--- src/rtl/rhps_pkg.sv ---
// constants shared by the root hub port state logic
// assumes a 32-bit apb register bus and one clock domain
package rhps_pkg;

   // register byte offsets
   localparam logic [7:0] PORT_REG_OFFSET   = 8'h00;
   localparam logic [7:0] IRQ_STATUS_OFFSET = 8'h04;
   localparam logic [7:0] IRQ_CLEAR_OFFSET  = 8'h08;
   localparam logic [7:0] IRQ_ENABLE_OFFSET = 8'h0c;

   // port register bit positions
   localparam int unsigned ATTACHED_BIT   = 0;
   localparam int unsigned DISABLE_BIT    = 0;
   localparam int unsigned ENABLED_BIT    = 1;
   localparam int unsigned SUSPENDED_BIT  = 2;
   localparam int unsigned RESUME_REQ_BIT = 3;
   localparam int unsigned RESET_BIT      = 4;

   // interrupt event positions
   localparam int unsigned EV_CONNECT  = 0;
   localparam int unsigned EV_ENABLE   = 1;
   localparam int unsigned EV_SUSPEND  = 2;
   localparam int unsigned EV_RESET    = 3;
   localparam int unsigned EV_RESUME   = 4;
   localparam int unsigned EVENT_COUNT = 5;

   // values after reset
   localparam logic [EVENT_COUNT-1:0] IRQ_STATUS_RESET = 5'h00;
   localparam logic [EVENT_COUNT-1:0] IRQ_ENABLE_RESET = 5'h00;
   localparam logic [31:0]            RDATA_RESET      = 32'h0000_0000;

endpackage : rhps_pkg

--- src/rtl/rhps_reg_if.sv ---
// register access carrier between the apb slave, the port core
// and the interrupt unit; assumes one clock domain
interface rhps_reg_if #(
   parameter int AW = 8,
   parameter int EW = 5
);
   logic          wr_en;
   logic [AW-1:0] addr;
   logic [31:0]   wdata;
   logic [31:0]   port_value;
   logic [EW-1:0] irq_status;
   logic [EW-1:0] irq_enable;

   modport slave (output wr_en, addr, wdata,
                  input  port_value, irq_status, irq_enable);
   modport core  (input  wr_en, addr, wdata,
                  output port_value);
   modport irq   (input  wr_en, addr, wdata,
                  output irq_status, irq_enable);
endinterface : rhps_reg_if

--- src/rtl/rhps_apb_slave.sv ---
// apb slave: decode, write strobe and registered read data
// assumes the master keeps the request stable through the access
module rhps_apb_slave
   import rhps_pkg::*;
#(
   parameter int AW = 8
)(
   input  wire logic          clk_in,
   input  wire logic          nrst_in,
   input  wire logic          psel_in,
   input  wire logic          penable_in,
   input  wire logic          pwrite_in,
   input  wire logic [AW-1:0] paddr_in,
   input  wire logic [31:0]   pwdata_in,
   output logic [31:0]        prdata_out,
   output logic               pready_out,
   output logic               pslverr_out,
   rhps_reg_if.slave          rif
);
   logic [31:0] prdata_ff;
   logic [31:0] nxt_prdata;
   logic        mapped;
   logic        access;

   assign access = psel_in & penable_in;
   assign mapped = (paddr_in == AW'(PORT_REG_OFFSET))
                 | (paddr_in == AW'(IRQ_STATUS_OFFSET))
                 | (paddr_in == AW'(IRQ_CLEAR_OFFSET))
                 | (paddr_in == AW'(IRQ_ENABLE_OFFSET));

   // zero wait states, so ready never stalls
   assign pready_out  = 1'b1;
   assign pslverr_out = access & ~mapped;
   assign rif.wr_en   = access & pwrite_in & mapped;
   assign rif.addr    = paddr_in;
   assign rif.wdata   = pwdata_in;
   assign prdata_out  = prdata_ff;

   always_comb
   begin
      nxt_prdata = 32'h0000_0000;
      if (paddr_in == AW'(PORT_REG_OFFSET))
         nxt_prdata = rif.port_value;
      else if (paddr_in == AW'(IRQ_STATUS_OFFSET))
         nxt_prdata = 32'(rif.irq_status);
      else if (paddr_in == AW'(IRQ_ENABLE_OFFSET))
         nxt_prdata = 32'(rif.irq_enable);
   end

   // captured in the setup cycle, stable for the access phase
   always_ff @(posedge clk_in)
   begin
      if (!nrst_in)
         prdata_ff <= RDATA_RESET;
      else if (psel_in & ~penable_in & ~pwrite_in)
         prdata_ff <= nxt_prdata;
   end
endmodule : rhps_apb_slave

--- src/rtl/rhps_irq.sv ---
// sticky event status, write-one-to-clear, enable mask, level irq
// assumes event inputs are one-cycle pulses from the port core
module rhps_irq
   import rhps_pkg::*;
#(
   parameter int EW = EVENT_COUNT
)(
   input  wire logic          clk_in,
   input  wire logic          nrst_in,
   input  wire logic [EW-1:0] events_in,
   output logic               irq_out,
   rhps_reg_if.irq            rif
);
   logic [EW-1:0] status_ff;
   logic [EW-1:0] enable_ff;
   logic [EW-1:0] clear;

   assign clear = (rif.wr_en && rif.addr == IRQ_CLEAR_OFFSET)
                ? rif.wdata[EW-1:0] : '0;

   // a new event beats a clear in the same cycle
   always_ff @(posedge clk_in)
   begin
      if (!nrst_in)
         status_ff <= IRQ_STATUS_RESET;
      else
         status_ff <= (status_ff & ~clear) | events_in;
   end

   always_ff @(posedge clk_in)
   begin
      if (!nrst_in)
         enable_ff <= IRQ_ENABLE_RESET;
      else if (rif.wr_en && rif.addr == IRQ_ENABLE_OFFSET)
         enable_ff <= rif.wdata[EW-1:0];
   end

   assign rif.irq_status = status_ff;
   assign rif.irq_enable = enable_ff;
   assign irq_out        = |(status_ff & enable_ff);
endmodule : rhps_irq

--- src/rtl/rhps_port_top.sv ---
// root hub port state: attached, enabled and suspended flags
// assumes all event inputs are synchronous to CLK_IN and
// that the reset and resume sequencers sit outside this block
//
// Our own choices: the address map and register access over APB.

// What this block does
// Writing 1 to bit 2 suspends an attached port; 0 does nothing.
// Suspend write on a detached port raises connect change instead.
// End of resume interval clears suspend and raises suspend change.
// Reset completion or controller resume also clears suspend.
// Downstream resume while suspended is passed up as an event.
// Overcurrent, disconnect, power off or bus error disable port.
// Such a hardware disable raises the enable change event.
// Reset completion or resume completion enables the port.
// Writing 1 to bit 1 enables the port; 0 does nothing.
// Enable write on a detached port raises connect change instead.
// Bit 0 reads 1 when a device is attached, else 0.
// Writing 1 to bit 0 disables the port; 0 does nothing.
// Attached flag follows the pin or the nonremovable input only, never a write.
// Nonremovable device makes the attached flag always read 1.
// Reset write starts reset if attached, else connect change.
// Updates happen on the clock edge; hardware clear beats set.
module rhps_port_top
   import rhps_pkg::*;
#(
   parameter int AW = 8
)(
   input  wire logic          CLK_IN,
   input  wire logic          NRST_IN,
   input  wire logic          PSEL_IN,
   input  wire logic          PENABLE_IN,
   input  wire logic          PWRITE_IN,
   input  wire logic [AW-1:0] PADDR_IN,
   input  wire logic [31:0]   PWDATA_IN,
   output logic [31:0]        PRDATA_OUT,
   output logic               PREADY_OUT,
   output logic               PSLVERR_OUT,
   input  wire logic          ATTACH_IN,
   input  wire logic          NONREMOVABLE_IN,
   input  wire logic          OVERCURRENT_IN,
   input  wire logic          POWER_OFF_IN,
   input  wire logic          BUS_ERROR_IN,
   input  wire logic          RESET_DONE_IN,
   input  wire logic          RESUME_DONE_IN,
   input  wire logic          CONTROLLER_RESUME_IN,
   input  wire logic          DEVICE_RESUME_IN,
   output logic               DEVICE_ATTACHED_OUT,
   output logic               PORT_ENABLED_OUT,
   output logic               PORT_SUSPENDED_OUT,
   output logic               PORT_RESETTING_OUT,
   output logic               RESET_START_OUT,
   output logic               RESUME_START_OUT,
   output logic               RESUME_EVENT_OUT,
   output logic               CONNECT_CHANGE_OUT,
   output logic               ENABLE_CHANGE_OUT,
   output logic               SUSPEND_CHANGE_OUT,
   output logic               IRQ_OUT
);
   rhps_reg_if #(.AW(AW), .EW(EVENT_COUNT)) rif ();

   logic                   attached_ff;
   logic                   enabled_ff;
   logic                   suspended_ff;
   logic                   resetting_ff;
   logic                   reset_start_ff;
   logic                   resume_start_ff;
   logic                   resume_event_ff;
   logic                   connect_change_ff;
   logic                   enable_change_ff;
   logic                   suspend_change_ff;
   logic                   nxt_attached;
   logic                   nxt_enabled;
   logic                   nxt_suspended;
   logic                   nxt_resetting;
   logic                   nxt_reset_start;
   logic                   nxt_resume_start;
   logic                   nxt_resume_event;
   logic                   nxt_connect_change;
   logic                   nxt_enable_change;
   logic                   nxt_suspend_change;
   logic                   port_wr;
   logic                   wr_disable;
   logic                   wr_enable;
   logic                   wr_suspend;
   logic                   wr_resume;
   logic                   wr_reset;
   logic                   disconnect;
   logic                   hw_disable;
   logic                   resume_done;
   logic                   reject;
   logic [EVENT_COUNT-1:0] events;

   rhps_apb_slave #(.AW(AW)) u_apb (
      .clk_in      (CLK_IN),
      .nrst_in     (NRST_IN),
      .psel_in     (PSEL_IN),
      .penable_in  (PENABLE_IN),
      .pwrite_in   (PWRITE_IN),
      .paddr_in    (PADDR_IN),
      .pwdata_in   (PWDATA_IN),
      .prdata_out  (PRDATA_OUT),
      .pready_out  (PREADY_OUT),
      .pslverr_out (PSLVERR_OUT),
      .rif         (rif.slave)
   );

   rhps_irq #(.EW(EVENT_COUNT)) u_irq (
      .clk_in    (CLK_IN),
      .nrst_in   (NRST_IN),
      .events_in (events),
      .irq_out   (IRQ_OUT),
      .rif       (rif.irq)
   );

   // port register write commands, one-to-act
   assign port_wr    = rif.wr_en
                     && rif.addr == AW'(PORT_REG_OFFSET);
   assign wr_disable = port_wr & rif.wdata[DISABLE_BIT];
   assign wr_enable  = port_wr & rif.wdata[ENABLED_BIT];
   assign wr_suspend = port_wr & rif.wdata[SUSPENDED_BIT];
   assign wr_resume  = port_wr & rif.wdata[RESUME_REQ_BIT];
   assign wr_reset   = port_wr & rif.wdata[RESET_BIT];

   // attachment comes from the pin or the fixed-device mask only
   assign nxt_attached = ATTACH_IN | NONREMOVABLE_IN;
   assign disconnect   = attached_ff & ~nxt_attached;

   // hardware reasons to drop the enable
   assign hw_disable = OVERCURRENT_IN | POWER_OFF_IN
                     | BUS_ERROR_IN | disconnect;

   // resume completes only for a port that was suspended
   assign resume_done = RESUME_DONE_IN & suspended_ff;

   // suspend, enable and reset writes aimed at a detached port are turned away
   // judged on the registered attach, one cycle behind the pin
   assign reject = ~attached_ff
                 & (wr_suspend | wr_enable | wr_reset);

   always_ff @(posedge CLK_IN)
   begin
      if (!NRST_IN)
         attached_ff <= 1'b0;
      else
         attached_ff <= nxt_attached;
   end

   // hardware disable outranks every set source
   // reset or resume done sets the enable even on a detached port
   always_comb
   begin
      nxt_enabled = enabled_ff;
      if (hw_disable)
         nxt_enabled = 1'b0;
      else if (RESET_DONE_IN | resume_done)
         nxt_enabled = 1'b1;
      else if (wr_disable)
         nxt_enabled = 1'b0;
      else if (wr_enable & attached_ff)
         nxt_enabled = 1'b1;
   end

   always_ff @(posedge CLK_IN)
   begin
      if (!NRST_IN)
         enabled_ff <= 1'b0;
      else
         enabled_ff <= nxt_enabled;
   end

   // clears from hardware beat a suspend write in the same cycle
   // a detach leaves suspend set until one of these clears it
   always_comb
   begin
      nxt_suspended = suspended_ff;
      if (resume_done)
         nxt_suspended = 1'b0;
      else if (RESET_DONE_IN | CONTROLLER_RESUME_IN)
         nxt_suspended = 1'b0;
      else if (wr_suspend & attached_ff)
         nxt_suspended = 1'b1;
   end

   always_ff @(posedge CLK_IN)
   begin
      if (!NRST_IN)
         suspended_ff <= 1'b0;
      else
         suspended_ff <= nxt_suspended;
   end

   // reset in progress until the sequencer reports completion
   always_comb
   begin
      nxt_resetting = resetting_ff;
      if (RESET_DONE_IN)
         nxt_resetting = 1'b0;
      else if (wr_reset & attached_ff)
         nxt_resetting = 1'b1;
   end

   always_ff @(posedge CLK_IN)
   begin
      if (!NRST_IN)
         resetting_ff <= 1'b0;
      else
         resetting_ff <= nxt_resetting;
   end

   // pulse causes; a reset write while resetting starts nothing new
   always_comb
   begin
      nxt_reset_start    = wr_reset & attached_ff & ~resetting_ff;
      nxt_resume_start   = wr_resume & suspended_ff;
      nxt_resume_event   = DEVICE_RESUME_IN & suspended_ff;
      nxt_connect_change = reject | (attached_ff ^ nxt_attached);
      nxt_enable_change  = hw_disable & enabled_ff;
      nxt_suspend_change = resume_done;
   end

   always_ff @(posedge CLK_IN)
   begin
      if (!NRST_IN)
         reset_start_ff <= 1'b0;
      else
         reset_start_ff <= nxt_reset_start;
   end

   // a resume request on a port that is not suspended is ignored
   always_ff @(posedge CLK_IN)
   begin
      if (!NRST_IN)
         resume_start_ff <= 1'b0;
      else
         resume_start_ff <= nxt_resume_start;
   end

   // remote wake from the downstream device
   always_ff @(posedge CLK_IN)
   begin
      if (!NRST_IN)
         resume_event_ff <= 1'b0;
      else
         resume_event_ff <= nxt_resume_event;
   end

   // connect change: real attach or detach, or a turned-away write
   always_ff @(posedge CLK_IN)
   begin
      if (!NRST_IN)
         connect_change_ff <= 1'b0;
      else
         connect_change_ff <= nxt_connect_change;
   end

   // only a real drop of the enable is reported
   always_ff @(posedge CLK_IN)
   begin
      if (!NRST_IN)
         enable_change_ff <= 1'b0;
      else
         enable_change_ff <= nxt_enable_change;
   end

   always_ff @(posedge CLK_IN)
   begin
      if (!NRST_IN)
         suspend_change_ff <= 1'b0;
      else
         suspend_change_ff <= nxt_suspend_change;
   end

   // read view of the port register
   always_comb
   begin
      rif.port_value                 = 32'h0000_0000;
      rif.port_value[ATTACHED_BIT]   = attached_ff;
      rif.port_value[ENABLED_BIT]    = enabled_ff;
      rif.port_value[SUSPENDED_BIT]  = suspended_ff;
      rif.port_value[RESET_BIT]      = resetting_ff;
   end

   // events reach the status register a cycle after their cause, except reset done, which goes straight in
   always_comb
   begin
      events              = '0;
      events[EV_CONNECT]  = connect_change_ff;
      events[EV_ENABLE]   = enable_change_ff;
      events[EV_SUSPEND]  = suspend_change_ff;
      events[EV_RESET]    = RESET_DONE_IN;
      events[EV_RESUME]   = resume_event_ff;
   end

   assign DEVICE_ATTACHED_OUT = attached_ff;
   assign PORT_ENABLED_OUT    = enabled_ff;
   assign PORT_SUSPENDED_OUT  = suspended_ff;
   assign PORT_RESETTING_OUT  = resetting_ff;
   assign RESET_START_OUT     = reset_start_ff;
   assign RESUME_START_OUT    = resume_start_ff;
   assign RESUME_EVENT_OUT    = resume_event_ff;
   assign CONNECT_CHANGE_OUT  = connect_change_ff;
   assign ENABLE_CHANGE_OUT   = enable_change_ff;
   assign SUSPEND_CHANGE_OUT  = suspend_change_ff;
endmodule : rhps_port_top

--- config.mk ---
export PLATFORM = sky130hd
export DESIGN_NAME = rhps_port_top
export DESIGN_NICKNAME = d
export VERILOG_FILES = /design/src/rtl/rhps_pkg.sv /design/src/rtl/rhps_reg_if.sv /design/src/rtl/rhps_apb_slave.sv /design/src/rtl/rhps_irq.sv /design/src/rtl/rhps_port_top.sv
export SDC_FILE = /design/constraint.sdc
export NUM_CORES = 1
export LEC_CHECK = 0
export ABC_AREA = 1
export BUFFER_PORTS_ARGS = -buffer_cell sky130_fd_sc_hd__buf_4
export CAP_MARGIN = 20
export CORE_MARGIN = 2
export CORE_UTILIZATION = 30
export CTS_BUF_LIST = sky130_fd_sc_hd__clkbuf_4
export DETAILED_ROUTE_END_ITERATION = 8
export PLACE_DENSITY = 0.62
export SLEW_MARGIN = 20
export SYNTH_ARGS = -nofsm -noshare
export SYNTH_HDL_FRONTEND = slang
export SYNTH_SLANG_ARGS = --single-unit
export TNS_END_PERCENT = 50
--- constraint.sdc ---
create_clock -name CLK_IN -period 1.25 [get_ports CLK_IN]
set_input_delay 0 -clock CLK_IN [delete_from_list [all_inputs] [get_ports CLK_IN]]
set_output_delay 0 -clock CLK_IN [all_outputs]
set_load 0.02 [all_outputs]
# Yosys cells after proc, flatten, opt, wreduce, memory -nomap -nowiden

Cells that the tools add are included.

Output and inout bits: 45
Bits in registers: 52
Input port bits: 54
Word-level logic and storage cells: 77

Equal/unequal tests: 3
Reduce and logical (&&, ||, !) cells: 9
Mux-type cells: 7
Bitwise logic cells: 45

Operators with widths:

| cell               | number |
|---|---|
| $mux 32            | 2 |
| $and 1x1->1        | 21 |
| $eq 8x4->1 const B | 2 |
| $or 1x1->1         | 12 |
| $and 5x5->5        | 2 |
| $mux 5             | 2 |
| $eq 8x3->1 const B | 1 |
| $logic_not 8->1    | 1 |
| $not 1->1          | 7 |
| $not 5->5          | 1 |
| $or 5x5->5         | 1 |
| $reduce_or 5->1    | 1 |
| $reduce_or 2->1    | 2 |
| $logic_and 1x1->1  | 3 |
| $mux 1             | 3 |
| $reduce_bool 3->1  | 1 |
| $reduce_or 3->1    | 1 |
| $xor 1x1->1        | 1 |

# Logic depth before layout (Yosys ltp)

Gate-level depths: netlist (run 1).

Word-level depth: 11
Mapped depth: 9
Gate-level depth less buffers: 9

# Modules after synthesis

A second synthesis (run 1) with hierarchy kept.

Cells, all modules: 354
Area, all modules: 2,607.5 µm²

By module, submodules not included:

| module         | instances | seq. area each (µm²) | area each (µm²) | cells an instance |
|---|---|---|---|---|
| rhps_apb_slave | 1         | 640.6                | 1,735.4         | 235 |
| rhps_irq       | 1         | 200.2                | 441.7           | 65 |
| rhps_port_top  | 1         | 200.2                | 430.4           | 54 |

# Worst setup path before layout (run 1)

Ideal clock, no wire load.

Path kind: register to register
From: reg attached_ff, in the netlist DEVICE_ATTACHED_OUT
To: reg enabled_ff, in the netlist PORT_ENABLED_OUT
Period minus slack after synthesis: 1,089 ps
Arrival: 1,020 ps
Path buffers: 0
Setup slack: 161 ps
Data required time: 1,180 ps
Cell stages (with the launch flop): 5
Library setup time: 70 ps
Cells stage by stage: dfxtp_1 -> ha_1 -> nor4_1 -> nand2_1 -> a21oi_1

Longest elaborated chain between the ends: 3
Elaborated cells between the ends (all ways): 5
Those cells by class: bitwise (3); reduce/logical (2)

RTL lines:

| what                             | line                 | source |
|---|---|---|
| from (decl)                      | rhps_port_top.sv:62  | `logic attached_ff;` |
| from (signal assigned)           | rhps_port_top.sv:146 | `attached_ff <= nxt_attached;` |
| $and 1x1->1                      | rhps_port_top.sv:127 | `assign disconnect = attached_ff & ~nxt_attached;` |
| $or 1x1->1                       | rhps_port_top.sv:131 | `\| BUS_ERROR_IN \| disconnect;` |
| $reduce_or 2->1 (no source line) | n/a                  |  |
| to (signal assigned)             | rhps_port_top.sv:169 | `enabled_ff <= nxt_enabled;` |
| to (decl)                        | rhps_port_top.sv:63  | `logic enabled_ff;` |

Several ways; a longest one is shown, not always the timed one.
A chain may end at the register's enable or synchronous reset.

# Worst setup path in the final report (run 1)

From: in RESET_DONE_IN
To: reg suspended_ff, in the netlist PORT_SUSPENDED_OUT

Longest elaborated chain between the ends: 2

RTL lines:

| what                             | line                 | source |
|---|---|---|
| from (decl)                      | rhps_port_top.sv:44  | `input wire logic RESET_DONE_IN,` |
| $or 1x1->1                       | rhps_port_top.sv:179 | `else if (RESET_DONE_IN \| CONTROLLER_RESUME_IN)` |
| $reduce_or 3->1 (no source line) | n/a                  |  |
| to (signal assigned)             | rhps_port_top.sv:190 | `suspended_ff <= nxt_suspended;` |
| to (decl)                        | rhps_port_top.sv:64  | `logic suspended_ff;` |

Every way passes these cells.

==> results_dict.tcl, run 1 <==
set metrics [dict create \
    floorplan.initialDensity_pct 30.9 \
    synth_top_family_by_area "simple AND/OR/NAND/NOR gates" \
    multi_input_area_um2 723 \
    report.final.slew_viol_count 0 \
    crit_type "input pin to flip-flop" \
    dr.pass1.iters 4 \
    netlist.top_cell.by_area "sky130_fd_sc_hd__dfxtp_1" \
    critPathSlowestCell "sky130_fd_sc_hd__dlygate4sd3_1" \
    ys.flop_type "sky130_fd_sc_hd__dfxtp_1" \
    standard_cell_row_count 25 \
    int_power_mw 1.05 \
    seq_area_um2 505 \
    io_buffer_count 43 \
    critical-path-top-cell-by-count "sky130_fd_sc_hd__dlygate4sd3_1" \
    grt_residual_overflow 0 \
    synthXorXnorAreaFrac_pct 0 \
    yosys.area_share.simple_pct 27.1 \
    grt_start_max_net_pins 16 \
    final_net_count 316 \
    yosys.cell_types.count 29 \
    grt_pass1_vias 1231 \
    cts-buffers-inserted 3 \
    crit_path_max_fanout 3 \
    finalSetupViolations 0 \
    comb_power_share_pct 20.6 \
    power.share.clock_pct 23.7 \
    netlist_top_cells_count "sky130_fd_sc_hd__nand2_1 (30), sky130_fd_sc_hd__buf_4 (29), sky130_fd_sc_hd__dfxtp_1 (25)" \
    timing.critical_path.max_delay_family "buffers and inverters" \
    fmax_mhz 809 \
    setup-tns-final_ns 0 \
    chipHeight_um 73.3 \
    drtIter0Drc 36 \
    hold_worst_slack_ns 0.0719 \
    ir_drop_v 0.000452 \
    wire_length_reported_by_the_detailed_router_mm 3.34 \
    cts_sinks 25 \
    clockBufferDepth 2 \
    area_delta_synth_final_pct 36.4 \
    wirelength_per_cell_um 10.6 \
    ys_warn_count 0 \
    syn-cell-area_um2 1440 \
    grt_pass1_wl_mm 5.30 \
    antenna-diode-count 0 \
    async_reset_ff_share_pct 0 \
    critical_path.endpoint_type "flip-flop" \
    post-dp-hpwl_mm 2.54 \
    power_switching_share_pct 28.7 \
    die_width_um 73.3 \
    drive_above_1_share_pct 28.1 \
    area_after_dpl_um2 1700 \
    top_level_ports 99 \
    finClkSkew_ns 0.00511 \
    route.vias.total 1403 \
    synth-compound-area-share_pct 13.9 \
    synth.yosys.seq_area_share_pct 34.8 \
    final_cell_area_um2 1960 \
    cts-htree-levels 1 \
    timing.hold.worst.class "input pin to flip-flop" \
    worstPathRequired_ns 1.51 \
    leakage_nw 0.967 \
    timing.final.crit_period_ns 1.24 \
    crit_path_max_incr_delay_ns 0.55 \
    fin_crit_sh_pct 98.8 \
    post_synth_main_area_contributors "sky130_fd_sc_hd__dfxtp_1 (35%), sky130_fd_sc_hd__buf_4 (15%), sky130_fd_sc_hd__nand2_1 (7.8%), sky130_fd_sc_hd__a21oi_1 (7.6%), sky130_fd_sc_hd__inv_1 (5.7%)" \
    syn_inst 196 \
    worstSetupStartpointType "input pin" \
    antenna_left 0 \
    fill_cells 499 \
    synth.top_cell.area_share_pct 34.8 \
    yosys-mux-area-fraction_pct 0 \
    total_switching_power_mw 0.422 \
    yosys.cell_count.top_type "sky130_fd_sc_hd__nand2_1" \
    die-area_um2 5370 \
    power_per_cell_area_nw_per_um2 749 \
    clock_tree_from_tritoncts "yes" \
    synth.ff_latch_count 25 \
    worstPathArrival_ns 1.49 \
    drcViolationCount 0 \
    synth_enable_flop_cells 0 \
    clk_pin_slew_worst_paths_ns 0.13 \
    grt_usage_pct 12.5 \
    yosys.area_share.adder_pct 0.869 \
    outcome "finished, final reports clean" \
    routed_via_density 4.47 \
    timing_hold_violations_final 0 \
    grt_antenna_before_repair 0 \
    timing.critical_path.cells "dlygate4sd3_1 -> buf_4 -> nor2_1 -> dlygate4sd3_1 -> nand3_1 -> a21oi_1" \
    core_area_um2 4660 \
    unrepaired_setup_endpoints_after_global_routing "yes" \
    worstSkewPairLatency_ns 0.31 \
    worst-path-buf-inv 3 \
    power.sequential.fraction_pct 55.6 \
    cap_violations 0 \
    cts-root-buf "sky130_fd_sc_hd__clkbuf_4" \
    routabilityCongestion 0.813 \
    synth.avg_cell_area_um2 7.35 \
]
power groups by stage:
| stage | Sequential, mW | Combinational (mW) | Clock [mW] |
|---|---|---|---|
| 6_report | 0.819 | 0.304 | 0.349 |
| 5_1_grt | 0.821 | 0.334 | 0.400 |
| 4_1_cts | 0.818 | 0.298 | 0.368 |
| 3_5_place_dp | 0.835 | 0.259 | 0 |
| 3_3_place_gp | 0.834 | 0.257 | 0 |
| 2_1_floorplan | 0.842 | 0.216 | 0 |
kinds of logic after synthesis:
logic type	Yosys count
AO/OA/AOI/OAI	37
flip-flops	25
AND/OR/NAND/NOR	75
adder cells (fa/ha/maj)	1
buffers and inverters	56
other	2
flip-flops by register name (all words and copies together) (netlist names):
register and cells:
CONNECT_CHANGE_OUT 1, DEVICE_ATTACHED_OUT 1, ENABLE_CHANGE_OUT 1, PORT_ENABLED_OUT 1
PORT_RESETTING_OUT 1, PORT_SUSPENDED_OUT 1, RESET_START_OUT 1, RESUME_EVENT_OUT 1
RESUME_START_OUT 1, SUSPEND_CHANGE_OUT 1, u_apb.prdata_out 5, u_irq.rif.irq_enable 5
u_irq.rif.irq_status 5
area by class of cell:
type / instances / area share (%)
Timing Repair Buffer: 65 / 27.5
Inverter: 25 / 5.16
Multi-Input combinational cell: 141 / 36.8
Tap cell: 54 / 3.44
Sequential cell: 25 / 25.7
Clock buffer: 3 / 1.15
Clock inverter: 1 / 0.255
repair_timing:
action | 4_1_cts | 5_1_grt
gates cloned | 0 | 0
setup buffers | 0 | 2
setup endpoints to repair | 1 | 4
hold endpoints to repair | 15 | 0
resized for setup | 2 | 12
pin swaps | 1 | 4
hold buffers | 19 | 0
cell usage in the layout, fill, tap and decap left out, types with 2 or more instances in the layout:
master                           n
sky130_fd_sc_hd__dlygate4sd3_1  19
sky130_fd_sc_hd__dfxtp_1        21
sky130_fd_sc_hd__o21ai_1         3
sky130_fd_sc_hd__nand2_1        28
sky130_fd_sc_hd__inv_1          22
sky130_fd_sc_hd__nor4_1          2
sky130_fd_sc_hd__buf_4          45
sky130_fd_sc_hd__nand2_2         4
sky130_fd_sc_hd__clkbuf_4        3
sky130_fd_sc_hd__conb_1         28
sky130_fd_sc_hd__nor2_4          4
sky130_fd_sc_hd__dfxtp_2         4
sky130_fd_sc_hd__nor3_1          3
sky130_fd_sc_hd__nand3_2         2
sky130_fd_sc_hd__nor2_1         12
sky130_fd_sc_hd__o21ai_0         6
sky130_fd_sc_hd__nand3_1        16
sky130_fd_sc_hd__a21oi_1        22
stage by stage:
step	utilization [%]	total power [mW]	setup WS, ns	instances
finish	42.1	1.47	0.0146	314
global route	42.1	1.55	-0.0154	314
CTS	41.4	1.48	0.0194	312
detailed placement	36.5	1.09	0.144	289
global placement	36.5	1.09	0.143	289
floorplan	-	1.06	0.161	222
worst reg2reg max path: cells and delay by family, from the launching register on:
family	cells	cell delay (ns)
AOI/OAI and AO/OA	2	0.21
buffers and inverters	1	0.55
DFF	1	0.37
metal layers:
layer / track usage (%) / part of all wire [%] / vias up
li1: - / - / 704
met1: 16.7 / 44 / 635
met2: 21.3 / 48 / 62
met3: 1.78 / 7.2 / 2
met4: 2.47 / 0.36 / 0
met5: 0 / 0 / -
final timing paths:
check,startpoint,end,slack [ns],cells after the start
min reg2reg,ENABLE_CHANGE_OUT,u_irq.rif.irq_status[1],0.46,2
min,PSEL_IN,u_apb.prdata_out[1],0.07,4
max,RESET_DONE_IN,PORT_SUSPENDED_OUT,0.01,6
max reg2reg,u_irq.rif.irq_enable[2],u_irq.rif.irq_enable[2],0.03,3
Power figures use the tool's default switching activity.
==> run 2: changes to the inputs <==
--- a/config.mk
+++ b/config.mk
@@ -6,13 +6,14 @@
 export NUM_CORES = 1
 export LEC_CHECK = 0
 export ABC_AREA = 1
+export ABC_CLOCK_PERIOD_IN_PS = 1250
 export BUFFER_PORTS_ARGS = -buffer_cell sky130_fd_sc_hd__buf_4
 export CAP_MARGIN = 20
 export CORE_MARGIN = 2
-export CORE_UTILIZATION = 30
+export CORE_UTILIZATION = 43
 export CTS_BUF_LIST = sky130_fd_sc_hd__clkbuf_4
 export DETAILED_ROUTE_END_ITERATION = 8
-export PLACE_DENSITY = 0.62
+export PLACE_DENSITY = 0.84
 export SLEW_MARGIN = 20
 export SYNTH_ARGS = -nofsm -noshare
 export SYNTH_HDL_FRONTEND = slang
==> results_dict.tcl, run 2 (synthesis gave the netlist of run 1 again) <==
set metrics [dict create \
    drcViolationCount 0 \
    cts-root-buf "sky130_fd_sc_hd__clkbuf_4" \
    mostFrequentLayoutCell "sky130_fd_sc_hd__buf_4" \
    drtIter0Drc 52 \
    grt_residual_overflow 0 \
    critPathSlowestCell "sky130_fd_sc_hd__dlygate4sd3_1" \
    worstSetupStartpointType "flip-flop" \
    post-dp-hpwl_mm 2.41 \
    floorplan.initialDensity_pct 43.8 \
    drive_above_1_share_pct 28.0 \
    rrSetupSlack_ns 0.04 \
    core_area_um2 3280 \
    unrepaired_setup_endpoints_after_global_routing "yes" \
    die-area_um2 3830 \
    die_width_um 61.9 \
    cts_sinks 25 \
    chipHeight_um 61.9 \
    io_buffer_count 43 \
    crit_path_max_fanout 3 \
    leakage_nw 0.947 \
    timing.critical_path.max_delay_family "buffers and inverters" \
    clockBufferDepth 2 \
    critical_path.endpoint_type "flip-flop" \
    clk_pin_slew_worst_paths_ns 0.13 \
    layout.cells.most_common_list "sky130_fd_sc_hd__buf_4 (45), sky130_fd_sc_hd__nand2_1 (30), sky130_fd_sc_hd__conb_1 (28)" \
    top_level_ports 99 \
    routabilityCongestion 0.793 \
    worst_r2r_path_depth 3 \
    route.vias.total 1389 \
    dr.pass1.iters 4 \
    worstPathRequired_ns 1.47 \
    dpl_worst_slack_ns 0.130 \
    timing.critical_path.from "u_irq.rif.irq_enable[4]" \
    finClkSkew_ns 0.00666 \
    grt_usage_pct 17.9 \
    antenna-diode-count 0 \
    cts-htree-levels 1 \
    timing.rr.start "u_irq.rif.irq_enable[4]" \
    clock_tree_from_tritoncts "yes" \
    seq_area_um2 508 \
    area_delta_synth_final_pct 33.4 \
    report.final.slew_viol_count 0 \
    crit_type "flip-flop to flip-flop" \
    grt_antenna_before_repair 0 \
    antenna_left 0 \
    fmax_mhz 829 \
    setup.worst_path.end "u_irq.rif.irq_enable[4]" \
    timing.rr.end "u_irq.rif.irq_enable[4]" \
    worst-path-buf-inv 1 \
    ir_drop_v 0.000664 \
    finalSetupViolations 0 \
    timing_hold_violations_final 0 \
    crit_path_max_incr_delay_ns 0.55 \
    timing.critical_path.cells "o21ai_0 -> a21oi_1 -> dlygate4sd3_1" \
    standard_cell_row_count 21 \
    fill_cells 303 \
    grt_start_max_net_pins 16 \
    worstSkewPairLatency_ns 0.32 \
    outcome "finished, final reports clean" \
    grt_pass1_vias 1150 \
    final_net_count 313 \
    routed_via_density 4.58 \
    wirelength_per_cell_um 11.0 \
    hold_worst_slack_ns 0.0706 \
    cap_violations 0 \
    worstPathArrival_ns 1.43 \
    grt_pass1_wl_mm 5.06 \
    fin_crit_sh_pct 96.5 \
    multi_input_area_um2 717 \
    power_per_cell_area_nw_per_um2 778 \
    cp.depth 3 \
    timing.final.crit_period_ns 1.21 \
    fin_ws_ns 0.0439 \
    timing.hold.worst.class "input pin to flip-flop" \
    cts-buffers-inserted 3 \
    final_core_util_pct 58.5 \
    wire_length_reported_by_the_detailed_router_mm 3.34 \
]
[run 2: worst min-delay path, cell delays in order]
cell	delay, ns
sky130_fd_sc_hd__buf_4	0.09
sky130_fd_sc_hd__nand2_2	0.12
sky130_fd_sc_hd__nand2_1	0.09
sky130_fd_sc_hd__a21oi_1	0.05
[run 2: power breakdown]
part | leakage, nW | switching, mW | internal (mW)
Combinational | 0.723 | 0.185 | 0.118
Clock | 0.0184 | 0.229 | 0.146
Sequential | 0.205 | 0.00820 | 0.809
[run 2: worst min path at each step]
stage,slack [ns],cells past startpoint,end,from
after floorplan,0.11,2,RESUME_EVENT_OUT,DEVICE_RESUME_IN
after global placement,0.22,3,RESUME_EVENT_OUT,DEVICE_RESUME_IN
after global routing,0.07,4,u_apb.prdata_out[1],PSEL_IN
after detailed placement,0.22,3,RESUME_EVENT_OUT,DEVICE_RESUME_IN
final,0.07,4,u_apb.prdata_out[1],PSEL_IN
after CTS,0.07,4,u_apb.prdata_out[1],PSEL_IN
[run 2: through the flow]
step / instance area, um2 / total power [mW] / TNS, ns / std cells
2_1_floorplan: 1540 / 1.06 / 0 / 222
3_5_place_dp: 1690 / 1.09 / 0 / 281
5_1_grt: 1920 / 1.57 / -0.0416 / 303
6_report: 1920 / 1.50 / 0 / 303
4_1_cts: 1910 / 1.49 / 0 / 303
3_3_place_gp: 1690 / 1.09 / 0 / 281
[run 2: timing repair]
action	CTS	global route
pin swaps	0	2
hold buffers	18	0
setup endpoints to repair	1	4
setup buffers	0	1
gates resized for setup	1	9
endpoints found under the hold margin	15	0
[run 2: cell type report]
class / instances / area share, %
multi-input cells: 141 / 37.3
flip-flops and latches: 25 / 26.4
repair buffers: 62 / 26.4
inverters: 25 / 5.27
well taps: 46 / 2.99
clock buffers: 4 / 1.56
[run 2: layer usage]
layer  GRT usage, %  vias to the layer above  share of wire, %
met4           7.29                        0               1.4
met3           3.11                        7               8.0
met1           22.6                      615                41
met2           30.1                       69                50
li1               -                      698                 -
met5              0                        -                 0
